**src/clock_mod_pkg.sv**
```systemverilog
// constants for the on-demand clock modulation block
// assumes a single core clock; shared by the design and its tests
package clock_mod_pkg;
  localparam int unsigned CTL_EN_BIT      = 4;      // modulation enable flag
  localparam int unsigned CTL_DUTY_LSB    = 1;      // duty field bits 3:1
  localparam int unsigned CTL_DUTY_W      = 3;
  localparam logic [2:0]  CTL_RESET_DUTY  = 3'h1;   // 12.5 percent default
  localparam logic        CTL_RESET_EN    = 1'h0;
  localparam logic [2:0]  DUTY_RESERVED   = 3'h0;
  localparam int unsigned MISC_TMON_BIT   = 3;      // thermal monitor enable
  localparam int unsigned FEAT_ACPI_BIT   = 22;     // thermal regs present
  localparam int unsigned FEAT_TMON_BIT   = 29;     // thermal monitor present
  localparam int unsigned SLOTS_PER_FRAME = 8;      // 12.5 percent steps
  localparam int unsigned CLK_PERIOD_NS   = 25;     // 40 MHz core clock
  localparam int unsigned SLOT_TIME_NS    = 100;    // length of one slot
  localparam int unsigned SLOT_CYCLES     =
    (SLOT_TIME_NS + CLK_PERIOD_NS - 1) / CLK_PERIOD_NS;
endpackage

```
**src/on_demand_clock_modulation.sv**
```systemverilog
// on-demand clock modulation: per-thread control copies, thermal override,
// internal stop-clock drive and interrupt hold-off while the core is stopped
// assumes: thermal_hot comes from the sensor domain, all else is on clk
`timescale 1ns/10ps
`default_nettype none
module on_demand_clock_modulation #(
  parameter int unsigned LP_COUNT    = 2,
  parameter int unsigned LP_W        = 1,
  parameter logic [2:0]  TMON_DUTY    = 3'h4,
  parameter logic        ACPI_PRESENT = 1'h1,
  parameter logic        TMON_PRESENT = 1'h1
) (
  input  wire logic            clk,
  input  wire logic            rst_b,
  input  wire logic            ctl_wr,
  input  wire logic [LP_W-1:0] ctl_wr_lp,
  input  wire logic [63:0]     ctl_wr_data,
  input  wire logic            ctl_rd,
  input  wire logic [LP_W-1:0] ctl_rd_lp,
  output logic      [63:0]     ctl_rd_data,
  input  wire logic [LP_W-1:0] active_lp,
  input  wire logic            misc_wr,
  input  wire logic [63:0]     misc_wr_data,
  input  wire logic            thermal_hot,
  output logic                 thermal_status,
  output logic      [31:0]     feature_flags,
  output logic                 core_stop_clk,
  input  wire logic            irq_req,
  output logic                 irq_deliver
);

  // one slot of the frame stops the core when its index is below the code
  function automatic logic slot_stops(input logic [2:0] idx,
                                      input logic [2:0] code);
    slot_stops = (idx < code);
  endfunction

  logic [2:0]  duty_q  [LP_COUNT];
  logic        en_q    [LP_COUNT];
  logic        tmon_en_q;
  logic        hot_meta_q;
  logic        hot_q;
  logic [7:0]  slot_cnt_q;
  logic [2:0]  slot_idx_q;
  logic        stop_q;
  logic        irq_pend_q;
  logic [63:0] rd_data_q;
  logic [2:0]  duty_sel;
  logic        tmon_hot;

  // separate copy per logical processor; software keeps them identical
  always_ff @(posedge clk) begin
    for (int i = 0; i < LP_COUNT; i++) begin
      if (!rst_b) begin
        en_q[i]   <= clock_mod_pkg::CTL_RESET_EN;
        duty_q[i] <= clock_mod_pkg::CTL_RESET_DUTY;
      end else if (ctl_wr && (ctl_wr_lp == LP_W'(i))) begin
        en_q[i]   <= ctl_wr_data[clock_mod_pkg::CTL_EN_BIT];
        duty_q[i] <= ctl_wr_data[clock_mod_pkg::CTL_DUTY_LSB +:
                                 clock_mod_pkg::CTL_DUTY_W];
      end
    end
  end

  // read back: reserved bits read as zero, data one cycle after the strobe
  always_ff @(posedge clk) begin
    if (!rst_b) begin
      rd_data_q <= 64'h0;
    end else if (ctl_rd) begin
      rd_data_q <= '0;
      rd_data_q[clock_mod_pkg::CTL_EN_BIT] <= en_q[ctl_rd_lp];
      rd_data_q[clock_mod_pkg::CTL_DUTY_LSB +: clock_mod_pkg::CTL_DUTY_W]
        <= duty_q[ctl_rd_lp];
    end
  end
  assign ctl_rd_data = rd_data_q;

  // thermal monitor enable, off after reset until firmware sets it
  always_ff @(posedge clk) begin
    if (!rst_b) begin
      tmon_en_q <= 1'h0;
    end else if (misc_wr) begin
      tmon_en_q <= misc_wr_data[clock_mod_pkg::MISC_TMON_BIT];
    end
  end

  // sensor crosses from its own domain; only hot_q is read by logic
  always_ff @(posedge clk) begin
    if (!rst_b) begin
      hot_meta_q <= 1'h0;
      hot_q      <= 1'h0;
    end else begin
      hot_meta_q <= thermal_hot;
      hot_q      <= hot_meta_q;
    end
  end
  assign thermal_status = hot_q;

  // capability bits are constants of this build
  always_comb begin
    feature_flags = 32'h0;
    feature_flags[clock_mod_pkg::FEAT_ACPI_BIT] = ACPI_PRESENT;
    feature_flags[clock_mod_pkg::FEAT_TMON_BIT] = TMON_PRESENT;
  end

  // duty choice: hot monitor wins, disabled or reserved code gives zero
  always_comb begin
    tmon_hot = tmon_en_q && hot_q;
    if (tmon_hot) begin
      duty_sel = TMON_DUTY;
    end else if (en_q[active_lp]) begin
      duty_sel = duty_q[active_lp];
    end else begin
      duty_sel = clock_mod_pkg::DUTY_RESERVED;
    end
  end

  // frame timing: eight slots of equal length, free running
  always_ff @(posedge clk) begin
    if (!rst_b) begin
      slot_cnt_q <= 8'h0;
      slot_idx_q <= 3'h0;
    end else if (slot_cnt_q == 8'(clock_mod_pkg::SLOT_CYCLES - 1)) begin
      slot_cnt_q <= 8'h0;
      slot_idx_q <= slot_idx_q + 3'h1;
    end else begin
      slot_cnt_q <= slot_cnt_q + 8'h1;
    end
  end

  // internal stop-clock drive; the external pin is not an input here
  always_ff @(posedge clk) begin
    if (!rst_b) begin
      stop_q <= 1'h0;
    end else begin
      stop_q <= slot_stops(slot_idx_q, duty_sel);
    end
  end
  assign core_stop_clk = stop_q;

  // interrupts wait while stopped; a new request beats the clear
  always_ff @(posedge clk) begin
    if (!rst_b) begin
      irq_pend_q <= 1'h0;
    end else if (irq_req) begin
      irq_pend_q <= 1'h1;
    end else if (!stop_q) begin
      irq_pend_q <= 1'h0;
    end
  end
  assign irq_deliver = irq_pend_q && !stop_q;
endmodule
`default_nettype wire

```
**config.mk**
```make
export PLATFORM = sky130hd
export DESIGN_NAME = on_demand_clock_modulation
export DESIGN_NICKNAME = d
export VERILOG_FILES = /design/src/clock_mod_pkg.sv /design/src/on_demand_clock_modulation.sv
export SDC_FILE = /design/constraint.sdc
export NUM_CORES = 1
export LEC_CHECK = 0
export ABC_AREA = 1
export BUFFER_PORTS_ARGS = -buffer_cell sky130_fd_sc_hd__buf_4
export CAP_MARGIN = 5
export CORE_AREA = 2 2 93 95
export CTS_BUF_LIST = sky130_fd_sc_hd__clkbuf_8 sky130_fd_sc_hd__clkbuf_16
export CTS_CLUSTER_SIZE = 40
export DETAILED_ROUTE_END_ITERATION = 8
export DIE_AREA = 0 0 95 97
export GPL_TIMING_DRIVEN = 1
export SYNTH_ARGS = -nofsm -noshare
export SYNTH_HDL_FRONTEND = slang
export SYNTH_SLANG_ARGS = --single-unit
```
**constraint.sdc**
```tcl
create_clock -name clk -period 3.2 [get_ports clk]
set_clock_uncertainty 0.1 [all_clocks]
set_input_delay 0.32 -clock clk [delete_from_list [all_inputs] [get_ports clk]]
set_output_delay 0.32 -clock clk [all_outputs]
set_load 0.03 [all_outputs]
```
### After elaboration in Yosys (flattened, before gate mapping)

Memory sizes are Yosys's and may differ from the RTL's. A register that Yosys moved wholly into a read port is not among the register bits.
Index checks and enable logic that the tools add are counted.

| storage, ports and cells | value |
|---|---|
| register bits after elaboration | 16 |
| memory bits (writable) | 8 |
| input port bits | 138 |
| output and inout bits | 99 |
| logic and storage cells | 43 |
| memories | 2 |

| cells by class | value |
|---|---|
| add/subtract/negate cells | 2 |
| order comparisons | 1 |
| eq/ne operators | 2 |
| multiplexer cells | 15 |
| bitwise gates (word level) | 6 |
| reductions and logical operators | 8 |

Memories:

| name | words | width | rd ports | clocked after Yosys merged registers in | wr ports | RTL line | RTL |
|---|---|---|---|---|---|---|---|
| duty_q | 2 | 3 | 2 | 1 | 2 | on_demand_clock_modulation.sv:38 | `logic [2:0] duty_q [LP_COUNT];` |
| en_q | 2 | 1 | 2 | 1 | 2 | on_demand_clock_modulation.sv:39 | `logic en_q [LP_COUNT];` |

Operator list:

| kind | number |
|---|---|
| 3-bit 2-to-1 mux | 4 |
| 1-bit 2-to-1 mux | 11 |
| 8-bit by 1-bit adder with 8-bit output (second input constant) | 1 |
| 8-bit by 2-bit == test with 1-bit output (second input constant) | 1 |
| 1-bit logical AND | 4 |
| 1-bit OR | 4 |
| 3-bit by 1-bit adder with 3-bit output (second input constant) | 1 |
| 1-bit zero test | 3 |
| 3-bit less-than comparator | 1 |
| 2-bit inequality test (second input constant) | 1 |
| 1-bit inverter | 2 |
| 2-bit OR reduction | 1 |

### Longest topological paths before layout

| depth | value |
|---|---|
| depth in word-level cells | 6 |
| gate-level depth with buffers | 10 |
| gate-level depth less buffers | 10 |

### Worst setup path before layout

Ideal clock, no wire load.

| path | value |
|---|---|
| path type | register to register |
| start point | register hot_q, in the netlist thermal_status |
| end point | register stop_q, in the netlist core_stop_clk |
| setup time | 64 ps |
| arrival | 1,267 ps |
| data required time | 3,036 ps |
| setup slack | 1,769 ps |
| stages on the path, launching flop included | 7 |
| path buffers | 0 |
| clock period less this slack | 1,431 ps |
| cell sequence | dfxtp_1 > nand2_1 > a21boi_0 > ha_1 > a21oi_1 > nand2_1 > nor2_1 |

| on the way | value |
|---|---|
| longest elaborated chain between the ends | 3 |

Ends and longest elaborated chain:

| element | RTL line | RTL |
|---|---|---|
| start, declared | on_demand_clock_modulation.sv:42 | `logic hot_q;` |
| start signal, assigned | on_demand_clock_modulation.sv:94 | `hot_q <= hot_meta_q;` |
| 1-bit logical AND | on_demand_clock_modulation.sv:108 | `tmon_hot = tmon_en_q && hot_q;` |
| 3-bit 2-to-1 mux | on_demand_clock_modulation.sv:109 | `if (tmon_hot) begin` |
| 3-bit less-than comparator | on_demand_clock_modulation.sv:35 | `slot_stops = (idx < code);` |
| end signal, assigned | on_demand_clock_modulation.sv:136 | `stop_q <= slot_stops(slot_idx_q, duty_sel);` |
| end, declared | on_demand_clock_modulation.sv:45 | `logic stop_q;` |

Every way passes these cells.
A chain may end at the register's enable or synchronous reset.

==> run summary <==
Yosys warning total - 0
GRT met1 Usage - 0.07825
Worst skew pair latency - 0.28 ns
Starting density of the core - 0.2475
CTS buffer count - 3
Slew margin rel. - 0.6133
Mapped Cells - 268
Detail Route Antenna Nets - 0
Endpoints failing hold - 0
Die height - 97 um
Final Util - 0.2464
Min-Delay Path Class - in2reg
Reg2reg path depth - 7
Die area - 0.009215 mm2
Pre-antenna DRT Iters - 4
Aggregate global-route resource usage - 0.06113
Via count - 1322
Synth unique cells - 25
Clock transition at path regs - 0.10 ns
Most used routing layer - met2
Post-CTS Hold Buffers - 0
CTS Root Cell - clkbuf_8
Max Freq - 665.6 MHz
Met3 GRT Util - 0.02103
Core area - 0.008134 mm2
Synth-to-Final Area Change - -0.4352%
Cells after DPL - 390
Average routed wire per standard cell - 7.206 um
Start point of the critical path - en_q[0]$_DFFE_PP_
Pre-CTS WS - 1.618 ns
Worst setup path end - core_stop_clk$_SDFF_PN0_
Period utilisation layout - 0.4695
Largest net degree at the start of global routing - 17
Flops & latches, synth - 28
Critical path peak fanout - 3
Setup violators final - 0
Worst endpoint required time - 3.32 ns
Port Buffer Count - 21
Clock Sinks - 28
Seq/Total Area, Yosys - 0.3132
Share of cells above drive strength 1 - 0.1246
H-tree depth - 1
Final HPWL DP - 2.386 mm
Max-Cap Viols - 0
Num rows - 33
CP Class - reg2reg
I/O pin cnt - 237
Power per cell area - 459.9 mW/mm2
Post-synthesis cell area - 0.002013 mm2
RSZ-0062 raised after global routing - false
DRC - 0
Reg2reg start - en_q[0]$_DFFE_PP_
Final net count - 432
Setup TNS - 0 ns
CP startpoint kind - flip-flop
DRT iter0 DRCs - 49
Met2 Use GR - 0.1009
Final GP Congestion - 0.7884
R2R Path End - core_stop_clk$_SDFF_PN0_
Post-CTS Setup Bufs - 0
Worst Hold Launch - misc_wr
Vias per cell - 3.355
Antenna violations before repair - 0
Ant diodes - 0
Worst-case clock buffer depth - 2
Period minus WS final - 1.502 ns
Worst-Margin Slew - 0.5740 ns
Final Non-Filler Cells - 394
Cts repair resizes - 0
Final slew viol count - 0
DRT Wirelength - 2.839 mm
Status - completed
CP endpoint kind - flip-flop
Peak supply drop - 219.6 uV
Avg Cell Area, Syn - 7.512 um2
Horiz. Die Dim - 95 um
Worst R2R Setup Slack - 1.70 ns
Fin worst setup slack - 1.698 ns
WP data arrival - 1.62 ns
CTS tree - yes
Pleak - 1.045 nW
Grt total ovfl - 0
First-pass GRT wire length - 4.705 mm
Vias in the first global route - 1109
-- cell type report --
type / count / area [um2]
repair buffers: 21 / 157.7
flip-flops and latches: 28 / 630.6
fillers: 888 / 6130
inverters: 31 / 116.4
clock inverters: 1 / 30.03
multi-input cells: 205 / 897.1
well taps: 105 / 131.4
clock buffers: 3 / 41.29
-- worst min path at each step --
| stage | depth (start not counted) | slack (ns) | to |
|---|---|---|---|
| final | 2 | 0.11 | tmon_en_q$_SDFFE_PN0P_ |
| after global routing | 2 | 0.12 | tmon_en_q$_SDFFE_PN0P_ |
| after CTS | 2 | 0.10 | tmon_en_q$_SDFFE_PN0P_ |
| after detailed placement | 2 | 0.30 | thermal_status$_SDFF_PN0_ |
| after global placement | 2 | 0.29 | thermal_status$_SDFF_PN0_ |
| after floorplan | 2 | 0.29 | thermal_status$_SDFF_PN0_ |
-- where the power goes --
| part | internal [W] | switching [W] | total, W | leakage (nW) |
|---|---|---|---|---|
| Sequential | 0.000385 | 0.0000145 | 0.000400 | 0.242 |
| Combinational | 0.0000420 | 0.000201 | 0.000243 | 0.767 |
| Clock | 0.000168 | 0.000112 | 0.000280 | 0.0357 |
| Total | 0.000595 | 0.000327 | 0.000922 | 1.05 |
-- per-stage QoR --
stage	total power (W)	instance area (um2)	hold WS, ns
after floorplan	0.0006963	2351	0.2905
after global placement	0.0006475	1933	0.2941
final	0.0009219	2004	0.1106
after CTS	0.0009333	2004	0.1038
after detailed placement	0.0006502	1933	0.2990
after global routing	0.0009722	2004	0.1204
-- sequential cells by signal (all words and copies together), names as in the netlist, 2 cells and up --
register     cells
slot_idx_q       3
duty_q           6
en_q             2
slot_cnt_q       8
ctl_rd_data      4
-- cell usage in the layout, fill, tap and decap left out, types with 2 or more instances in the layout --
master	synthesis	final
nor2_1	19	19
conb_1	2	92
inv_2	4	4
o211ai_1	4	4
nand3_1	14	14
nor3_1	2	2
a21oi_1	8	8
clkbuf_8	0	3
inv_1	27	27
o21ai_0	3	3
edfxtp_1	7	7
nor3_2	2	2
dfxtp_1	21	21
ha_1	4	4
buf_4	92	21
nand2_2	2	2
nand2_1	47	47
nor2_2	2	2
-- cells by family (layout without fill, tap and decap cells) --
| kind of cell | count (synthesis) | after routing | share of synthesized area |
|---|---|---|---|
| simple gates | 91 | 91 | 0.1952 |
| flops | 28 | 28 | 0.3132 |
| compound gates | 18 | 18 | 0.05407 |
| fa+ha+maj | 4 | 4 | 0.02486 |
| buf+inv | 125 | 56 | 0.4089 |
| other cells | 2 | 92 | 0.003730 |
-- worst max-delay path, stage by stage (launching register included) --
cell and delay [ns]:
edfxtp_1 0.41, nand2_1 0.09, nand2_1 0.08, a21boi_0 0.18, ha_1 0.27, a21oi_1 0.15
nand2_1 0.07, nor2_1 0.09
-- per-layer routing --
layer | up-vias | part of all wire
li1 | 690 | -
met1 | 559 | 0.44
met2 | 69 | 0.46
met3 | 4 | 0.087
met4 | 0 | 0.0060
met5 | - | 0
-- synthesized netlist by cell type, drive strengths merged --
master   count  share of area
dfxtp       21           0.21
o21ai        3         0.0075
buf         94           0.35
nand3b       1         0.0037
a21oi        8          0.020
nand3       14          0.035
o21bai       1         0.0037
or2          1         0.0031
conb         2         0.0037
a21boi       1         0.0037
nor3         4          0.015
o211ai       4          0.015
o2111ai      1         0.0044
inv         31          0.058
nand4        1         0.0031
edfxtp       7           0.10
nand2       49          0.094
ha           4          0.025
nor2        21          0.042
Power figures use the tool's default switching activity.
